==> src/mmo_pkg.sv <==
// constants, types and decode helpers for the memory map option control block
package mmo_pkg;

  // register map: printed offset is a word index, byte address is four times it
  localparam int              APB_ADDR_W    = 18;
  localparam logic [15:0]     OPT_INDEX     = 16'h3fdf;
  localparam logic [17:0]     OPT_ADDR      = {OPT_INDEX, 2'b00};

  // option register layout
  localparam int              OPT_W         = 8;
  localparam int              OPT_LOW_BIT   = 7;
  localparam int              OPT_HIGH_BIT  = 6;
  localparam int              OPT_SENS_BIT  = 1;
  localparam logic            LOW_RESET     = 1'b0;
  localparam logic            HIGH_RESET    = 1'b0;
  localparam logic            SENS_RESET    = 1'b1;

  // cpu address windows
  localparam int              CPU_ADDR_W    = 14;
  localparam logic [13:0]     LOW_WIN_FIRST = 14'h0020;
  localparam logic [13:0]     LOW_WIN_LAST  = 14'h004f;
  localparam logic [13:0]     HIGH_WIN_FIRST = 14'h0100;
  localparam logic [13:0]     HIGH_WIN_LAST = 14'h017f;

  // timing
  localparam int              CLK_MHZ       = 125;
  localparam int              RST_DRIVE_NS  = 1000;
  localparam int              RST_DRIVE_CYC = (RST_DRIVE_NS * CLK_MHZ + 999) / 1000;
  localparam int              CNT_W         = 8;

  typedef enum logic [1:0] {
    MMO_RS_IDLE    = 2'b00,
    MMO_RS_DRIVE   = 2'b01,
    MMO_RS_RELEASE = 2'b10
  } mmo_rst_state_t;

  function automatic logic mmo_in_window(input logic [13:0] addr,
                                         input logic [13:0] first,
                                         input logic [13:0] last);
    mmo_in_window = (addr >= first) && (addr <= last);
  endfunction

endpackage

==> src/mmo_ctl_if.sv <==
// control carrier from the option block to its interrupt detector
`timescale 1ns/10ps
`default_nettype none
interface mmo_ctl_if;
  logic core_rst;
  logic level_mode;

  modport src (output core_rst, output level_mode);
  modport snk (input core_rst, input level_mode);
endinterface
`default_nettype wire

==> src/mmo_ext_irq.sv <==
// external interrupt detector for the interrupt pin and port B lines
`timescale 1ns/10ps
`default_nettype none
module mmo_ext_irq #(
  parameter int N = 8
) (
  // clock and control
  input  wire logic         clk,
  mmo_ctl_if.snk            ctl,
  // pins and options
  input  wire logic         irq_pin_n,
  input  wire logic [N-1:0] portb_pins,
  input  wire logic [N-1:0] portb_irq_option,
  // interrupt handshake and port B pull-up enables
  input  wire logic         irq_ack,
  output logic              irq_request,
  output logic [N-1:0]      portb_pullup_en
);

  logic [N:0] s1;
  logic [N:0] s2;
  logic [N:0] s3;
  logic [N:0] flt;
  logic [N:0] enable;
  logic [N:0] fall;
  logic       pending;
  logic       next_pending;
  logic       level_low;

  assign enable = {portb_irq_option, 1'b1};

  genvar i;
  generate
    for (i = 0; i <= N; i++)
    begin : g_line
      logic raw;
      assign raw = (i == 0) ? irq_pin_n : portb_pins[(i == 0) ? 0 : i - 1];
      always_ff @(posedge clk)
      begin
        if (ctl.core_rst)
        begin
          s1[i]  <= 1'b1;
          s2[i]  <= 1'b1;
          s3[i]  <= 1'b1;
          flt[i] <= 1'b1;
        end
        else
        begin
          s1[i] <= raw;
          s2[i] <= s1[i];
          s3[i] <= s2[i];
          // glitch filter: second and third stages must agree
          if (s2[i] == s3[i])
            flt[i] <= s3[i];
        end
      end
    end
  endgenerate

  logic [N:0] flt_prev;

  always_ff @(posedge clk)
  begin
    if (ctl.core_rst)
      flt_prev <= '1;
    else
      flt_prev <= flt;
  end

  assign fall      = flt_prev & ~flt & enable;
  assign level_low = |(~flt & enable);

  always_comb
  begin
    next_pending = pending;
    if (|fall)
      next_pending = 1'b1;
    else if (irq_ack)
      next_pending = 1'b0;
  end

  always_ff @(posedge clk)
  begin
    if (ctl.core_rst)
    begin
      pending     <= 1'b0;
      irq_request <= 1'b0;
    end
    else
    begin
      pending     <= next_pending;
      irq_request <= next_pending | (ctl.level_mode & level_low);
    end
  end

  always_ff @(posedge clk)
  begin
    if (ctl.core_rst)
      portb_pullup_en <= '0;
    else
      portb_pullup_en <= portb_irq_option;
  end

  property p_edge_request;
    @(posedge clk) disable iff (ctl.core_rst)
      (|fall) |=> irq_request;
  endproperty
  a_edge_request: assert property (p_edge_request) else $error("edge lost");

  property p_level_request;
    @(posedge clk) disable iff (ctl.core_rst)
      (ctl.level_mode && level_low) |=> irq_request;
  endproperty
  a_level_request: assert property (p_level_request) else $error("level lost");

  property p_edge_only;
    @(posedge clk) disable iff (ctl.core_rst)
      (!ctl.level_mode && !pending && !(|fall)) |=> !irq_request;
  endproperty
  a_edge_only: assert property (p_edge_only) else $error("level seen in edge mode");

endmodule
`default_nettype wire

==> src/mmo_reset_pin.sv <==
// bidirectional reset pin: filtered input and internal reset stretch drive
`timescale 1ns/10ps
`default_nettype none
module mmo_reset_pin #(
  parameter int DRIVE_CYC = mmo_pkg::RST_DRIVE_CYC
) (
  // clock and reset
  input  wire logic clk,
  input  wire logic rst_n,
  // internal reset source
  input  wire logic internal_reset_req,
  // pin
  input  wire logic reset_pin_in,
  output logic      reset_pin_out,
  output logic      reset_pin_oe,
  // filtered pin level
  output logic      pin_low
);

  logic                        s1;
  logic                        s2;
  logic                        s3;
  logic [mmo_pkg::CNT_W-1:0]   cnt;
  mmo_pkg::mmo_rst_state_t     state;
  logic [mmo_pkg::CNT_W:0]     oe_len;

  always_ff @(posedge clk)
  begin
    if (!rst_n)
    begin
      s1      <= 1'b1;
      s2      <= 1'b1;
      s3      <= 1'b1;
      pin_low <= 1'b0;
    end
    else
    begin
      s1 <= reset_pin_in;
      s2 <= s1;
      s3 <= s2;
      if (s2 == s3)
        pin_low <= ~s3;
    end
  end

  // stretch keeps the pin low long enough for outside parts to see it
  always_ff @(posedge clk)
  begin
    if (!rst_n)
    begin
      state <= mmo_pkg::MMO_RS_IDLE;
      cnt   <= '0;
    end
    else
    begin
      case (state)
        mmo_pkg::MMO_RS_IDLE:
        begin
          if (internal_reset_req)
          begin
            state <= mmo_pkg::MMO_RS_DRIVE;
            cnt   <= mmo_pkg::CNT_W'(DRIVE_CYC - 1);
          end
        end
        mmo_pkg::MMO_RS_DRIVE:
        begin
          if (cnt == '0)
            state <= mmo_pkg::MMO_RS_RELEASE;
          else
            cnt <= cnt - 1'b1;
        end
        mmo_pkg::MMO_RS_RELEASE:
        begin
          // wait for the pin to read high so one request makes one pulse
          if (!pin_low)
            state <= mmo_pkg::MMO_RS_IDLE;
        end
        default:
          state <= mmo_pkg::MMO_RS_IDLE;
      endcase
    end
  end

  assign reset_pin_out = 1'b0;
  assign reset_pin_oe  = (state == mmo_pkg::MMO_RS_DRIVE);

  // drive length counted here, the stretch is too long to unroll
  always_ff @(posedge clk)
  begin
    if (!rst_n)
      oe_len <= '0;
    else if (reset_pin_oe)
      oe_len <= oe_len + 1'b1;
    else
      oe_len <= '0;
  end

  property p_drive_start;
    @(posedge clk) disable iff (!rst_n)
      (state == mmo_pkg::MMO_RS_IDLE && internal_reset_req) |=> reset_pin_oe;
  endproperty
  a_drive_start: assert property (p_drive_start) else $error("reset pin not driven");

  property p_drive_len;
    @(posedge clk) disable iff (!rst_n)
      $fell(reset_pin_oe) |-> (oe_len == DRIVE_CYC);
  endproperty
  a_drive_len: assert property (p_drive_len) else $error("reset pin drive length wrong");

endmodule
`default_nettype wire

==> src/mmo_option_ctrl.sv <==
// option register, memory window mapping, interrupt sensitivity and reset control
`timescale 1ns/10ps
`default_nettype none
module mmo_option_ctrl #(
  parameter int PORTB_W   = 8,
  parameter int DRIVE_CYC = mmo_pkg::RST_DRIVE_CYC
) (
  // clock and reset
  input  wire logic                            clk,
  input  wire logic                            rst_n,
  // apb slave
  input  wire logic                            psel,
  input  wire logic                            penable,
  input  wire logic                            pwrite,
  input  wire logic [mmo_pkg::APB_ADDR_W-1:0]  paddr,
  input  wire logic [31:0]                     pwdata,
  input  wire logic [3:0]                      pstrb,
  output logic                                 pready,
  output logic [31:0]                          prdata,
  output logic                                 pslverr,
  // memory window mapping
  input  wire logic [mmo_pkg::CPU_ADDR_W-1:0]  cpu_addr,
  output logic                                 low_window_ram_select,
  output logic                                 high_window_ram_select,
  output logic                                 window_ram_access,
  output logic                                 window_rom_access,
  // external interrupt
  input  wire logic                            irq_pin_n,
  input  wire logic [PORTB_W-1:0]              portb_pins,
  input  wire logic [PORTB_W-1:0]              portb_irq_option,
  input  wire logic                            irq_ack,
  output logic                                 irq_request,
  output logic                                 level_mode,
  output logic [PORTB_W-1:0]                   portb_pullup_en,
  // reset pin and core reset
  input  wire logic                            internal_reset_req,
  input  wire logic                            reset_pin_in,
  output logic                                 reset_pin_out,
  output logic                                 reset_pin_oe,
  output logic                                 core_reset,
  // system clock enable
  output logic                                 sys_clk_en,
  // port directions from the port logic
  input  wire logic [7:0]                      ddr_a,
  input  wire logic [7:0]                      ddr_b,
  input  wire logic [7:0]                      ddr_c,
  input  wire logic [7:0]                      ddr_d,
  output logic [7:0]                           dir_a,
  output logic [7:0]                           dir_b,
  output logic [7:0]                           dir_c,
  output logic [7:0]                           dir_d
);

  mmo_ctl_if ctl ();

  logic                      pin_low;
  logic                      core_rst;
  logic                      sens;
  logic                      locked;
  logic                      setup;
  logic                      access;
  logic                      hit;
  logic                      wr;
  logic                      err_q;
  logic                      div;
  logic                      low_hit;
  logic                      high_hit;
  logic [mmo_pkg::OPT_W-1:0] opt_rd;

  // reset pin and core reset
  mmo_reset_pin #(
    .DRIVE_CYC (DRIVE_CYC)
  ) u_reset_pin (
    .clk                (clk),
    .rst_n              (rst_n),
    .internal_reset_req (internal_reset_req),
    .reset_pin_in       (reset_pin_in),
    .reset_pin_out      (reset_pin_out),
    .reset_pin_oe       (reset_pin_oe),
    .pin_low            (pin_low)
  );

  assign core_rst       = !rst_n || pin_low;
  assign core_reset     = core_rst;
  assign ctl.core_rst   = core_rst;
  assign ctl.level_mode = sens;
  assign level_mode     = sens;

  // apb slave: zero wait, read data captured in the setup cycle
  assign setup  = psel && !penable;
  assign access = psel && penable;
  assign hit    = (paddr == mmo_pkg::OPT_ADDR);
  assign wr     = access && pwrite && hit && pstrb[0];
  assign pready = access;

  always_comb
  begin
    opt_rd                        = '0;
    opt_rd[mmo_pkg::OPT_LOW_BIT]  = low_window_ram_select;
    opt_rd[mmo_pkg::OPT_HIGH_BIT] = high_window_ram_select;
    opt_rd[mmo_pkg::OPT_SENS_BIT] = sens;
  end

  always_ff @(posedge clk)
  begin
    if (!rst_n)
    begin
      prdata <= '0;
      err_q  <= 1'b0;
    end
    else if (setup)
    begin
      prdata <= hit ? {24'h000000, opt_rd} : 32'h00000000;
      err_q  <= !hit;
    end
  end

  assign pslverr = access && err_q;

  // window select bits: writable at any time
  always_ff @(posedge clk)
  begin
    if (core_rst)
    begin
      low_window_ram_select  <= mmo_pkg::LOW_RESET;
      high_window_ram_select <= mmo_pkg::HIGH_RESET;
    end
    else if (wr)
    begin
      low_window_ram_select  <= pwdata[mmo_pkg::OPT_LOW_BIT];
      high_window_ram_select <= pwdata[mmo_pkg::OPT_HIGH_BIT];
    end
  end

  // sensitivity: first write after reset wins, later ones are dropped quietly
  always_ff @(posedge clk)
  begin
    if (core_rst)
    begin
      sens   <= mmo_pkg::SENS_RESET;
      locked <= 1'b0;
    end
    else if (wr)
    begin
      locked <= 1'b1;
      if (!locked)
        sens <= pwdata[mmo_pkg::OPT_SENS_BIT];
    end
  end

  // window decode registered: ram/rom strobes follow the address by one cycle
  assign low_hit  = mmo_pkg::mmo_in_window(cpu_addr, mmo_pkg::LOW_WIN_FIRST,
                                           mmo_pkg::LOW_WIN_LAST);
  assign high_hit = mmo_pkg::mmo_in_window(cpu_addr, mmo_pkg::HIGH_WIN_FIRST,
                                           mmo_pkg::HIGH_WIN_LAST);

  always_ff @(posedge clk)
  begin
    if (core_rst)
    begin
      window_ram_access <= 1'b0;
      window_rom_access <= 1'b0;
    end
    else
    begin
      window_ram_access <= (low_hit && low_window_ram_select)
                        || (high_hit && high_window_ram_select);
      window_rom_access <= (low_hit && !low_window_ram_select)
                        || (high_hit && !high_window_ram_select);
    end
  end

  // clk is the crystal rate; core logic advances on every second edge
  always_ff @(posedge clk)
  begin
    if (core_rst)
      div <= 1'b0;
    else
      div <= !div;
  end

  assign sys_clk_en = div;

  // port directions forced to input while reset holds
  always_ff @(posedge clk)
  begin
    if (core_rst)
    begin
      dir_a <= '0;
      dir_b <= '0;
      dir_c <= '0;
      dir_d <= '0;
    end
    else
    begin
      dir_a <= ddr_a;
      dir_b <= ddr_b;
      dir_c <= ddr_c;
      dir_d <= ddr_d;
    end
  end

  mmo_ext_irq #(
    .N (PORTB_W)
  ) u_ext_irq (
    .clk              (clk),
    .ctl              (ctl),
    .irq_pin_n        (irq_pin_n),
    .portb_pins       (portb_pins),
    .portb_irq_option (portb_irq_option),
    .irq_ack          (irq_ack),
    .irq_request      (irq_request),
    .portb_pullup_en  (portb_pullup_en)
  );

  property p_low_ram;
    @(posedge clk) disable iff (core_rst)
      (low_hit && low_window_ram_select) |=> (window_ram_access && !window_rom_access);
  endproperty
  a_low_ram: assert property (p_low_ram) else $error("low window not ram");

  property p_high_rom;
    @(posedge clk) disable iff (core_rst)
      (high_hit && !high_window_ram_select) |=> (window_rom_access && !window_ram_access);
  endproperty
  a_high_rom: assert property (p_high_rom) else $error("high window not rom");

  property p_sens_clear;
    @(posedge clk) disable iff (core_rst)
      (wr && !locked && !pwdata[mmo_pkg::OPT_SENS_BIT]) |=> !level_mode;
  endproperty
  a_sens_clear: assert property (p_sens_clear) else $error("edge mode not taken");

  property p_sens_reset;
    @(posedge clk) disable iff (!rst_n)
      core_rst |=> (sens && !locked);
  endproperty
  a_sens_reset: assert property (p_sens_reset) else $error("sensitivity reset wrong");

  property p_sens_locked;
    @(posedge clk) disable iff (core_rst)
      locked |=> $stable(sens);
  endproperty
  a_sens_locked: assert property (p_sens_locked) else $error("locked bit changed");

  property p_read_locked;
    @(posedge clk) disable iff (core_rst)
      (setup && hit && locked) |=> (prdata[mmo_pkg::OPT_SENS_BIT] == sens);
  endproperty
  a_read_locked: assert property (p_read_locked) else $error("locked value not read");

  property p_half_rate;
    @(posedge clk) disable iff (core_rst)
      sys_clk_en |=> !sys_clk_en ##1 sys_clk_en;
  endproperty
  a_half_rate: assert property (p_half_rate) else $error("clock enable not half rate");

  property p_dir_reset;
    @(posedge clk) disable iff (!rst_n)
      core_rst |=> (dir_a == 8'h00 && dir_b == 8'h00 && dir_c == 8'h00 && dir_d == 8'h00);
  endproperty
  a_dir_reset: assert property (p_dir_reset) else $error("port not input in reset");

  property p_low_rom;
    @(posedge clk) disable iff (core_rst)
      (low_hit && !low_window_ram_select) |=> (window_rom_access && !window_ram_access);
  endproperty
  a_low_rom: assert property (p_low_rom) else $error("low window not rom");

  property p_high_ram;
    @(posedge clk) disable iff (core_rst)
      (high_hit && high_window_ram_select) |=> (window_ram_access && !window_rom_access);
  endproperty
  a_high_ram: assert property (p_high_ram) else $error("high window not ram");

  property p_no_window;
    @(posedge clk) disable iff (core_rst)
      !(low_hit || high_hit) |=> !(window_ram_access || window_rom_access);
  endproperty
  a_no_window: assert property (p_no_window) else $error("strobe outside windows");

  property p_lock_set;
    @(posedge clk) disable iff (core_rst)
      wr |=> locked;
  endproperty
  a_lock_set: assert property (p_lock_set) else $error("write did not lock");

  property p_low_write;
    @(posedge clk) disable iff (core_rst)
      wr |=> (low_window_ram_select == $past(pwdata[mmo_pkg::OPT_LOW_BIT]));
  endproperty
  a_low_write: assert property (p_low_write) else $error("low bit not written");

  property p_high_write;
    @(posedge clk) disable iff (core_rst)
      wr |=> (high_window_ram_select == $past(pwdata[mmo_pkg::OPT_HIGH_BIT]));
  endproperty
  a_high_write: assert property (p_high_write) else $error("high bit not written");

  property p_sens_first;
    @(posedge clk) disable iff (core_rst)
      (wr && !locked) |=> (sens == $past(pwdata[mmo_pkg::OPT_SENS_BIT]));
  endproperty
  a_sens_first: assert property (p_sens_first) else $error("first sensitivity write lost");

endmodule
`default_nettype wire

==> config.mk <==
export PLATFORM = sky130hd
export DESIGN_NAME = mmo_option_ctrl
export DESIGN_NICKNAME = d
export VERILOG_FILES = /design/src/mmo_pkg.sv /design/src/mmo_ctl_if.sv /design/src/mmo_ext_irq.sv /design/src/mmo_reset_pin.sv /design/src/mmo_option_ctrl.sv
export SDC_FILE = /design/constraint.sdc
export NUM_CORES = 1
export LEC_CHECK = 0
export BUFFER_PORTS_ARGS = -buffer_cell sky130_fd_sc_hd__buf_2
export CAP_MARGIN = 5
export CORE_UTILIZATION = 35
export CTS_CLUSTER_SIZE = 16
export DETAILED_ROUTE_END_ITERATION = 6
export PLACE_DENSITY = 0.71
export SLEW_MARGIN = 20
export SYNTH_ARGS = -nofsm -noshare
export SYNTH_HDL_FRONTEND = slang
export SYNTH_SLANG_ARGS = --single-unit
==> constraint.sdc <==
create_clock -name clk -period 3.3 [get_ports clk]
set_input_delay 0.165 -clock clk [delete_from_list [all_inputs] [get_ports clk]]
set_output_delay 0.165 -clock clk [all_outputs]
set_load 0.01 [all_outputs]
=== Yosys cells after proc, flatten, opt, wreduce, memory -nomap -nowiden ===
Index checks and enable logic that the tools add are counted.

* Register bits after elaboration: 141
* Output and inout port bits: 84

* Add/subtract/negate cells: 1
* $lt $le $gt $ge: 4
* Eq/ne operators: 17
* Mux-type cells: 10
* Bitwise logic cells: 8
* Reduce and logical (&&, ||, !) cells: 29

{| class="wikitable"
|+ Operators by type and width
! kind !! count
|-
| 9-bit AND || 3
|-
| 8-bit two-way mux || 3
|-
| 18-bit by 16-bit equality test with 1-bit output (second input constant) || 1
|-
| 9-bit OR reduction || 2
|-
| 8-bit one-hot mux with 2 select lines || 1
|-
| 14-bit by 6-bit >= comparator with 1-bit output (second input constant) || 1
|-
| 14-bit by 9-bit >= comparator with 1-bit output (second input constant) || 1
|-
| 14-bit by 7-bit <= comparator with 1-bit output (second input constant) || 1
|-
| 14-bit by 9-bit <= comparator with 1-bit output (second input constant) || 1
|-
| 1-bit logical AND || 12
|-
| 1-bit equality test || 10
|-
| 9-bit NOT || 1
|-
| 8-bit logical NOT || 1
|-
| 8-bit by 1-bit subtractor with 8-bit output (second input constant) || 1
|-
| 1-bit logical NOT || 6
|-
| 2-bit two-way mux || 3
|-
| 2-bit inequality test (second input constant) || 3
|-
| 2-bit one-hot mux with 3 select lines || 1
|-
| 3-bit AND reduction || 2
|-
| 1-bit logical OR || 3
|-
| 2-bit by 1-bit equality test with 1-bit output (second input constant) || 1
|-
| 2-bit equality test (second input constant) || 1
|-
| 2-bit logical NOT || 1
|-
| 1-bit two-way mux || 2
|-
| other kinds (6) || 7
|}

=== Longest topological paths before layout ===
Gate-level depths: netlist (run 1).

* Depth in word-level cells: 6
* Mapped depth: 7

=== Cells and area by module ===
From an unflattened synthesis (run 1), not the netlist that was laid out.

* Cell total of the unflattened synthesis: 400
* Area total of the unflattened synthesis: 3,978.8 µm²

{| class="wikitable"
|+ By module, submodules not included
! module !! instances !! cells an instance !! area each (µm²) !! seq. area each (µm²)
|-
| mmo_ext_irq || 1 || 160 || 1,706.6 || 1,101.1
|-
| mmo_option_ctrl || 1 || 162 || 1,614.0 || 860.8
|-
| mmo_reset_pin || 1 || 78 || 658.1 || 280.3
|}

=== Worst setup path after synthesis (run 1) ===
OpenSTA, ideal clock, no wires.

* Kind: register to register
* Start point: reg u_reset_pin.cnt[0] (netlist bit)
* End point: reg u_reset_pin.cnt[3] (netlist bit)
* Library setup time: 0.132 ns
* Arrival: 1.472 ns
* Setup slack: 1.695 ns
* Cell stages (with the launch flop): 7
* Period minus slack after synthesis: 1.605 ns
* Cells stage by stage: dfxtp_1 -> inv_1 -> ha_1 -> or4b_4 -> o211ai_1 -> xor2_1 -> a21oi_1

* Longest elaborated chain between the ends: 3
* Elaborated cells between the ends (all ways): 6

{| class="wikitable"
|+ RTL lines
! item !! RTL line !! text
|-
| start: declaration || mmo_reset_pin.sv:23 || <nowiki>logic [mmo_pkg::CNT_W-1:0] cnt;</nowiki>
|-
| start signal: assignment || mmo_reset_pin.sv:62 || <nowiki>cnt <= mmo_pkg::CNT_W'(DRIVE_CYC - 1);</nowiki>
|-
| start signal: assignment || mmo_reset_pin.sv:70 || <nowiki>cnt <= cnt - 1'b1;</nowiki>
|-
| 8-bit by 1-bit subtractor with 8-bit output / 8-bit logical NOT (equally long branches) || mmo_reset_pin.sv:70, mmo_reset_pin.sv:67 ||
|-
| 8-bit two-way mux / 2-bit inequality test (equally long branches) || n/a ||
|-
| 8-bit one-hot mux with 2 select lines / 3-bit AND reduction (equally long branches) || n/a ||
|}

Parallel ways exist; a longest one is shown, timed or not. The select of a mux whose other input is x is not followed.
A chain may end at the register's enable or synchronous reset.

=== Worst setup path in the final report (run 1) ===
* Start point: reg u_reset_pin.pin_low
* End point: out core_reset

* Longest elaborated chain between the ends: 1

{| class="wikitable"
|+ RTL lines
! item !! RTL line !! text
|-
| start: declaration || mmo_reset_pin.sv:17 || <nowiki>output logic pin_low</nowiki>
|-
| start signal: assignment || mmo_reset_pin.sv:42 || <nowiki>pin_low <= ~s3;</nowiki>
|-
| 1-bit logical OR || mmo_option_ctrl.sv:83 || <nowiki>assign core_rst = !rst_n || pin_low;</nowiki>
|-
| end: declaration || mmo_option_ctrl.sv:40 || <nowiki>output logic core_reset,</nowiki>
|}

Every way passes these cells.

==> results of run 1 <==
## sequential cells by signal, summed over array words and instances, names as in the netlist, 8 cells and up
register,cells
u_ext_irq.flt,9
dir_a,8
dir_c,8
u_ext_irq.s1,9
dir_d,8
u_ext_irq.s3,9
u_ext_irq.portb_pullup_en,8
dir_b,8
u_ext_irq.s2,9
u_ext_irq.flt_prev,9
u_reset_pin.cnt,8
## what timing repair did
item / CTS / global route
hold buffers: 0 / 1
hold endpoints to repair: 0 / 1
endpoints found under the setup margin: 0 / 0
## layer usage
metal,vias to the layer above,global-route usage
met5,-,0
met4,0,0.0415
met3,12,0.0398
met2,87,0.242
met1,1392,0.150
li1,1517,-
## cell families (layout without fill, tap and decap cells)
logic type,Yosys count,after routing,share of synthesized area
and+or+nand+nor,159,159,0.249
xor gates and xnor gates,4,4,0.00883
buffers and inverters,57,176,0.0823
AOI/OAI and AO/OA,54,54,0.0826
DFF,112,112,0.565
adders and majority gates,2,2,0.00630
other,1,30,0.000945
muxes,2,2,0.00504
## through the flow
step	power [mW]	std cells
after floorplan	1.66	420
after global placement	1.73	662
after global routing	2.95	679
after CTS	2.86	678
final	2.82	679
after detailed placement	1.74	662
## how the worst max path moves through the flow
| stage | from | end |
|---|---|---|
| final | u_reset_pin.pin_low | core_reset |
| after global routing | u_reset_pin.pin_low | core_reset |
| after floorplan | u_reset_pin.cnt[0] | u_reset_pin.cnt[3] |
| after CTS | u_reset_pin.pin_low | core_reset |
| after detailed placement | rst_n | window_rom_access |
| after global placement | rst_n | window_rom_access |
## final cells by class
class	instances	area, sq um
fill	1058	5900
sequential	112	2240
multi-input combinational	251	1510
timing repair buffer	145	736
clock buffer	11	253
tap	140	175
clock inverter	5	61.3
inverter	15	56.3
## power by group through the flow
stage               Combinational (mW)  Sequential, mW  Clock [mW]
finish                           0.274            1.44        1.11
floorplan                        0.176            1.48           0
global placement                 0.266            1.47           0
detailed placement               0.275            1.47           0
CTS                              0.276            1.44        1.14
global route                     0.308            1.44        1.19
## critical path: stages, from the launching register on
cell and delay (ns):
dfxtp_1 0.38, nor2_2 0.05, buf_4 0.27, inv_1 0.09, buf_4 0.35, buf_2 0.21
## placed cells by master (no fill, tap or decap), types with 3 or more instances in the layout
cell         n
buf_2      142
dfxtp_1    112
and2_1      38
or2_2       36
conb_1      30
a21oi_1     26
nor2_1      21
inv_1       15
o21ai_0     14
nand2b_1    13
clkbuf_16    9
nand2_1      7
nand4_1      7
nand3b_1     7
nand3_1      6
nor3_1       3
==> qor.yml, run 1 <==
power_and_ir_drop:
  swShare: 0.229
  p_per_area_mw_per_mm2: 560
  irDropWorstVdd_mv: 0.352
  clkPwrFrac: 0.393
  internal_power_mw: 2.18
  leakagePower_nw: 2.29
  p_seq_frac: 0.510
  p_switching_uw: 647
  p_comb_frac: 0.097
route:
  drtIter0Drc: 134
  wl_met3_um: 453
  met1_length_um: 3290
  drt.antenna.violating_nets: 0
  vias: 3008
  highest_layer: "met4"
  wl_um: 7800
  vias_per_cell: 4.43
  route.met2.wl_um: 3940
  drc_errors: 0
  wire_per_inst_um: 11.5
  dr.pass1.iters: 4
die:
  io_pins: 209
  start_util: 0.363
  die_h_um: 109
  die_w_um: 109
  num_rows: 38
  die_area_sq_mm: 0.0118
  core_area_sq_mm: 0.0109
placement:
  io_buffers: 142
  dpl.hpwl_um: 5790
  pre_cts_ws_ns: 1.37
  place.gp.congestion: 0.761
  placed_area_sq_mm: 0.00471
cells_and_area:
  nNetsFinal: 661
  layout-drive-gt1-share: 0.384
  area_growth_pct: 26.9
  diodes: 0
  fin_util: 0.461
  fin_area_sq_mm: 0.00504
clock_tree:
  cts_tree: "built"
  cts_resized: 0
  cts-htree-levels: 3
  post-cts-setup-buffer-count: 0
  clk_path_buf_depth: 2
  clk_latency_ns: 0.33
  clk_pin_slew_ns: 0.07
  numClockSinks: 112
  clockRootBuffer: "clkbuf_16"
  cts-buffers-inserted: 9
yosys:
  avgSynthCellArea_sq_um: 10.2
  synth_ff_type: "dfxtp_1"
  synth_seq_area_share: 0.565
  synth_commonest_cells: "112 x dfxtp_1, 38 x and2_1, 36 x or2_2, 30 x buf_4, 26 x a21oi_1"
  postSynthCellCount: 391
  yosysMostFrequentCell: "dfxtp_1"
  synth_area_sq_mm: 0.00397
  synth-edff-count: 0
  yosysTopAreaCell: "dfxtp_1"
  ys_ff_latch: 112
  synth_top_area_share: 0.565
  synth_area_leaders: "dfxtp_1 56%, and2_1 6.0%, buf_4 5.7%, or2_2 5.7%, a21oi_1 3.3%"
  yosysUniqueCellTypes: 45
  yosysWarningCount: 0
  async_flop_share: 0
sta:
  hold_violations: 0
  fin_crit_ns: 1.85
  period_share: 0.560
  fin_setup_tns_ns: 0
  fmax_mhz: 541
  holdWs_ns: 0.00906
  fin_ws_ns: 1.45
  max_slew.worst_pin.slew_ns: 0.719
  clock-skew-final_ns: 0.00835
  final_max_slew_viol_count: 0
  rsz0062_at_grt: "false"
  setup_viol: 0
  slew_headroom: 0.517
grt:
  gr-usage-all-layers: 0.134
  grt_max_degree: 49
  antenna_found_initial: 0
  grt_pass1_vias: 2895
  grt_pass1_wl_um: 12400
  grt-ovfl-total: 0
setup_path:
  rr_startpoint: "u_reset_pin.cnt[0]"
  crit_path_start_kind: "register"
  crit_fanout: 48
  reg2reg_to: "u_reset_pin.cnt[3]"
  crit_arrival_ns: 1.68
  cp_data_required_time_ns: 3.13
  path_class: "register to output pin"
  r2r_cells: 6
  cp-end-kind: "output pin"
  rrSetupSlack_ns: 1.54
worst_hold_path:
  min_to: "u_ext_irq.s1[3]"
  min_from: "portb_pins[2]"
  hold_path_class: "input port to register"
  holdPathStages: 2
run:
  cap_violations: 0
status:
  outcome: "finished clean"
Note: power is estimated with default switching activity, not from simulation.
==> inputs of run 2 (changes only) <==
- PLACE_DENSITY: 0.71 -> 0.73
- clock period: 3.3 -> 1.64 ns (I/O delays scaled with it)
==> run 2 against run 1 <==
Wire length is 15% higher. Sequential power rose by 100%. Combinational power rose to 2.6 times the previous value. Critical path type is now register to register. Largest cell class unchanged.
==> qor.yml, run 2 (synthesis results as in run 1) <==
status:
  outcome: "finished clean"
setup_path:
  crit_path_start_kind: "register"
  critPathBufInv: 1  # -3
  cp_slowest_cell: "or4b_4"
  critPathMaxStageDelay_ns: 0.51  # +0.13 ns
  r2r_cells: 6  # unchanged
  cp-end-kind: "register"
  path_cells: "inv_2, ha_4, or4b_4, o211ai_1, xor2_1, a21oi_1"
  path_class: "register to register"
  crit_fanout: 5  # -90%
  rrSetupSlack_ns: 0.003  # -1.54 ns
  cp_data_required_time_ns: 1.86  # -1.27 ns
  cp_top_family: "simple AND/OR/NAND/NOR gates"
  worst-path-stages: 6  # +1
  crit_arrival_ns: 1.86  # +0.18 ns
power_and_ir_drop:
  leakagePower_nw: 2.53  # +10%
  swShare: 0.239  # +0.00988
  irDropWorstVdd_mv: 0.870  # +150%
  p_per_area_mw_per_mm2: 1000  # +79%
  internal_power_mw: 4.29  # +97%
  post-layout-total-power_mw: 5.64  # +100%
  p_switching_mw: 1.35  # +110%
  p_comb_frac: 0.127  # +0.030
  clkPwrFrac: 0.360  # -0.033
  p_seq_frac: 0.513  # +0.003
placement:
  dpl.hpwl_um: 5880  # +1.6%
  io_buffers: 142  # unchanged
  place.gp.congestion: 0.793  # +4.2%
sta:
  fmax_mhz: 611
  fin_crit_ns: 1.64
  setup_viol: 0  # unchanged
  final_max_slew_viol_count: 0  # unchanged
  fin_setup_tns_ns: 0  # unchanged
  clock-skew-final_ns: 0.00571  # -0.00264 ns
  period_share: 0.998
  hold_violations: 0  # unchanged
  rsz0062_at_grt: "true"
worst_hold_path:
  hold_path_class: "input port to register"
  holdPathStages: 3  # +1
route:
  drtIter0Drc: 106  # -21%
  wire_per_inst_um: 12.2  # +5.8%
  wl_um: 9000  # +15%
  vias: 3221  # +7.1%
  drc_errors: 0  # unchanged
  vias_per_cell: 4.35  # -1.7%
  drt.antenna.violating_nets: 0  # unchanged
  dr.pass1.iters: 4  # unchanged
cells_and_area:
  final_common_cell: "buf_2"
  final_cell_mix: "142 x buf_2, 111 x dfxtp_1, 53 x dlygate4sd3_1"
  nNetsFinal: 722  # +9.2%
  diodes: 0  # unchanged
  fill_cells: 999  # -5.6%
  area_growth_pct: 41.6
  layout-drive-gt1-share: 0.368  # -0.0157
clock_tree:
  cts_tree: "built"
  cts-htree-levels: 3  # unchanged
  cts-buffers-inserted: 9  # unchanged
  clk_pin_slew_ns: 0.07  # about the same
  clk_latency_ns: 0.34  # about the same
  clockRootBuffer: "clkbuf_16"
  clk_path_buf_depth: 2  # unchanged
  numClockSinks: 112  # unchanged
die:
  io_pins: 209  # unchanged
  die_area_sq_mm: 0.0118  # unchanged
  core_area_sq_mm: 0.0109  # unchanged
  die_h_um: 109  # unchanged
  num_rows: 38  # unchanged
  die_w_um: 109  # unchanged
  start_util: 0.363  # unchanged
grt:
  grt_pass1_wl_um: 13800  # +11%
  grt_max_degree: 47  # -4.1%
  gr-usage-all-layers: 0.152  # +0.0183
  grt_pass1_vias: 3108  # +7.4%
  grt-ovfl-total: 0  # unchanged
  antenna_found_initial: 0  # unchanged
run:
  cap_violations: 0  # unchanged
run 2: cell count changes in the layout (fill, tap and decap cells not counted), sizes merged:
| cell | delta |
|---|---|
| dlygate4sd3 | +52 |
| buf | +9 |
| clkinvlp | +3 |
| inv | -2 |
| bufinv | -1 |
| clkbuf | -1 |
| clkinv | +1 |
run 2: worst paths after layout:
path                                                endpoint           startpoint
worst max-delay path                      u_reset_pin.cnt[3]   u_reset_pin.cnt[1]
worst min-delay path            u_ext_irq.portb_pullup_en[1]  portb_irq_option[1]
worst max register to register            u_reset_pin.cnt[3]   u_reset_pin.cnt[1]
worst min register to register                    sys_clk_en           sys_clk_en
run 2: metal layers:
| layer | vias up | global-route usage | routed length [um] |
|---|---|---|---|
| li1 | 1642 | - | - |
| met1 | 1470 | 0.168 | 3700 |
| met2 | 94 | 0.275 | 4790 |
| met3 | 15 | 0.0398 | 386 |
| met4 | 0 | 0.0608 | 119 |
| met5 | - | 0 | 0 |
run 2: repair_timing:
item                                   4_1_cts  5_1_grt
endpoints found under the hold margin       53        0
hold buffers                                53        0
resized for setup                            5        1
setup buffers                                3        0
pin swaps                                    4        2
setup endpoints to repair                    2        3
gates cloned                                 0        0
run 2: worst reg2reg max path, delay by kind of cell (launching register included):
kind / cells / cell delay, ns
AND/OR/NAND/NOR: 1 / 0.51
flip-flops: 1 / 0.33
AO/OA/AOI/OAI: 2 / 0.29
XOR/XNOR: 1 / 0.17
adder cells (fa/ha/maj): 1 / 0.14
buffers and inverters: 1 / 0.08
run 2: power by group through the flow:
| stage | Sequential [mW] | Combinational, mW | Clock, mW |
|---|---|---|---|
| floorplan | 2.98 | 0.355 | 0 |
| global placement | 2.95 | 0.562 | 0 |
| detailed placement | 2.95 | 0.581 | 0 |
| CTS | 2.89 | 0.708 | 2.10 |
| global route | 2.91 | 0.786 | 2.19 |
| finish | 2.89 | 0.718 | 2.03 |
run 2: metrics by stage:
stage	hold WS, ns	utilization	area (sq um)	setup WS [ns]	std cells
2_1_floorplan	0.155	-	4080	0.0353	420
4_1_cts	0.000928	0.514	5620	-0.00461	740
3_3_place_gp	0.266	0.436	4770	0.0433	668
6_report	0.0224	0.514	5620	0.00283	740
5_1_grt	0.0180	0.514	5620	-0.0590	740
3_5_place_dp	0.270	0.436	4770	-0.0541	668
run 2: final cells by class:
cell class	count	area, sq um	area share
Timing Repair Buffer	206	1340	0.238
Multi-Input combinational cell	251	1530	0.272
Sequential cell	112	2240	0.399
Clock buffer	10	239	0.0425
Clock inverter	6	45.0	0.00801
Tap cell	140	175	0.0312
Inverter	15	56.3	0.0100
==> inputs of run 3 (changes only) <==
--- a/config.mk
+++ b/config.mk
@@ -13,3 +13,2 @@
 export PLACE_DENSITY = 0.73
-export SLEW_MARGIN = 20
 export SYNTH_ARGS = -nofsm -noshare
==> constraint.sdc (replaced) <==
create_clock -name clk -period 1.64 [get_ports clk]
set_input_delay 0.164 -clock clk [delete_from_list [all_inputs] [get_ports clk]]
set_output_delay 0.164 -clock clk [all_outputs]
set_load 0.01 [all_outputs]
==> run 3 against run 2 <==
The run now ends with negative setup slack left. Design area down 7.0%. Setup slack worse by 0.0072 ns. Count of clock-buffer cells in the layout down 1. Die area unchanged. Largest power group unchanged. Total power up 3.9%. First-iteration DRC count up 42%.
==> qor.yml, run 3 (synthesis results as in run 1) <==
status:
  outcome: "finished, violations left"
  violations: "negative setup slack"
power_and_ir_drop:
  internal_power_mw: 4.51  # +4.9%
  p_comb_frac: 0.106  # -0.021
  p_switching_mw: 1.36  # +0.47%
  p_per_area_mw_per_mm2: 1120  # +12%
  clkPwrFrac: 0.401  # +0.041
  leakagePower_nw: 2.38  # -5.9%
  irDropWorstVdd_mv: 0.507  # -42%
  p_seq_frac: 0.493  # -0.020
  swShare: 0.231  # -0.00778
  post-layout-total-power_mw: 5.86  # +3.9%
cells_and_area:
  final_cell_mix: "142 x buf_2, 110 x dfxtp_1, 38 x and2_1"
  final_common_cell: "buf_2"
  fin_util: 0.478  # -0.0360
  layout-drive-gt1-share: 0.400  # +0.0320
  nNetsFinal: 679  # -6.0%
  fill_cells: 1060  # +6.1%
  diodes: 0  # unchanged
  area_growth_pct: 31.7
grt:
  grtUsageMet3: 0.0488  # +0.00904
  antenna_found_initial: 0  # unchanged
  grt_pass1_vias: 2881  # -7.3%
  gr-usage-all-layers: 0.137  # -0.0155
  met2_usage: 0.247  # -0.0285
  grt-ovfl-total: 0  # unchanged
  met1_usage: 0.152  # -0.0157
  grt_pass1_wl_um: 12600  # -8.6%
  grt_max_degree: 49  # +4.3%
  busiest_layer: "met2"
die:
  die_area_sq_mm: 0.0118  # unchanged
  io_pins: 209  # unchanged
  num_rows: 38  # unchanged
  core_area_sq_mm: 0.0109  # unchanged
  start_util: 0.363  # unchanged
  die_h_um: 109  # unchanged
  die_w_um: 109  # unchanged
setup_path:
  crit_path_start_kind: "register"
  cp_data_required_time_ns: 1.86  # about the same
  cp-end-kind: "register"
  crit_arrival_ns: 1.86  # about the same
  crit_fanout: 5  # unchanged
  path_class: "register to register"
sta:
  fmax_mhz: 608  # -0.44%
  clock-skew-final_ns: 0.00757  # +0.00186 ns
  fin_crit_ns: 1.64  # +0.00718 ns
  fin_ws_ns: -0.00435  # -0.00718 ns
  hold_violations: 0  # unchanged
  rsz0062_at_grt: "true"
  setup_viol: 1  # +1
  final_max_slew_viol_count: 0  # unchanged
  holdWs_ns: 0.00848  # -0.0140 ns
  period_share: 1.00  # +0.00438
  fin_setup_tns_ns: -0.00435  # -0.00435 ns
route:
  drt.antenna.violating_nets: 0  # unchanged
  drc_errors: 0  # unchanged
  vias_per_cell: 4.38  # +0.70%
  vias: 3055  # -5.2%
  wl_um: 7990  # -11%
  dr.pass1.iters: 4  # unchanged
  drtIter0Drc: 151  # +42%
  wire_per_inst_um: 11.5  # -5.7%
clock_tree:
  clk_latency_ns: 0.34  # about the same
  clk_pin_slew_ns: 0.07  # about the same
  numClockSinks: 112  # unchanged
  cts-htree-levels: 3  # unchanged
  cts-buffers-inserted: 9  # unchanged
  clockRootBuffer: "clkbuf_16"
  cts_tree: "built"
  clk_path_buf_depth: 2  # unchanged
placement:
  place.gp.congestion: 0.784  # -1.1%
  pre_cts_ws_ns: -0.0676  # -0.0136 ns
  dpl.hpwl_um: 5850  # -0.52%
  io_buffers: 142  # unchanged
worst_hold_path:
  hold_path_class: "input port to register"
run:
  cap_violations: 0  # unchanged
run 3: cell types whose count changed in the layout (fill, tap and decap cells not counted), moves of 2 or more:
cell           before  now
inv_6               0    2
clkinv_4            2    0
buf_4              10   12
dlygate4sd3_1      53    8
clkinvlp_4          3    1
bufinv_16           0    2
run 3: stage by stage:
stage	cell area, sq um	cells
final	5230	697
after global routing	5230	697
after CTS	5220	696
after detailed placement	4780	670
after global placement	4780	670
after floorplan	4080	420
run 3: what timing repair did:
action                                 in CTS  in global routing
setup endpoints to repair                   2                  2
gates resized for setup                     5                  1
buffers inserted                            2                  1
endpoints found under the hold margin       8                  0
hold buffers                                8                  0
pin swaps                                   4                  4
run 3: critical path, stage by stage (launching register included):
cell and delay [ns]:
dfxtp_2 0.33, inv_2 0.07, ha_4 0.13, or4b_4 0.50, o211ai_1 0.22, xor2_1 0.18
a21oi_1 0.09
run 3: layer usage:
layer | share of wire | routed length, um
met1 | 0.44 | 3480
met2 | 0.51 | 4070
met5 | 0 | 0
met3 | 0.048 | 382
met4 | 0.0068 | 54
run 3: final cells by class:
type,count,area (sq um),area share
flip-flops and latches,112,2240,0.429
clock inverters,7,101,0.0194
clock buffers,9,225,0.0431
multi-input cells,251,1530,0.292
inverters,15,56.3,0.0108
well taps,140,175,0.0335
repair buffers,163,901,0.172
run 3: power groups by stage:
stage          clock (mW)  sequential (mW)  combinational, mW
6_report             2.35             2.89              0.619
5_1_grt              2.54             2.91              0.688
4_1_cts              2.42             2.89              0.615
3_5_place_dp            0             2.95              0.578
3_3_place_gp            0             2.95              0.559
2_1_floorplan           0             2.98              0.355
run 3: worst paths after layout:
path         cells after the start  slack (ns)                  to          startpoint
max reg2reg                      6      -0.004  u_reset_pin.cnt[3]  u_reset_pin.cnt[1]
max                              6      -0.004  u_reset_pin.cnt[3]  u_reset_pin.cnt[1]
min reg2reg                      1        0.41          sys_clk_en          sys_clk_en
min                              2       0.008     u_ext_irq.s1[8]       portb_pins[7]
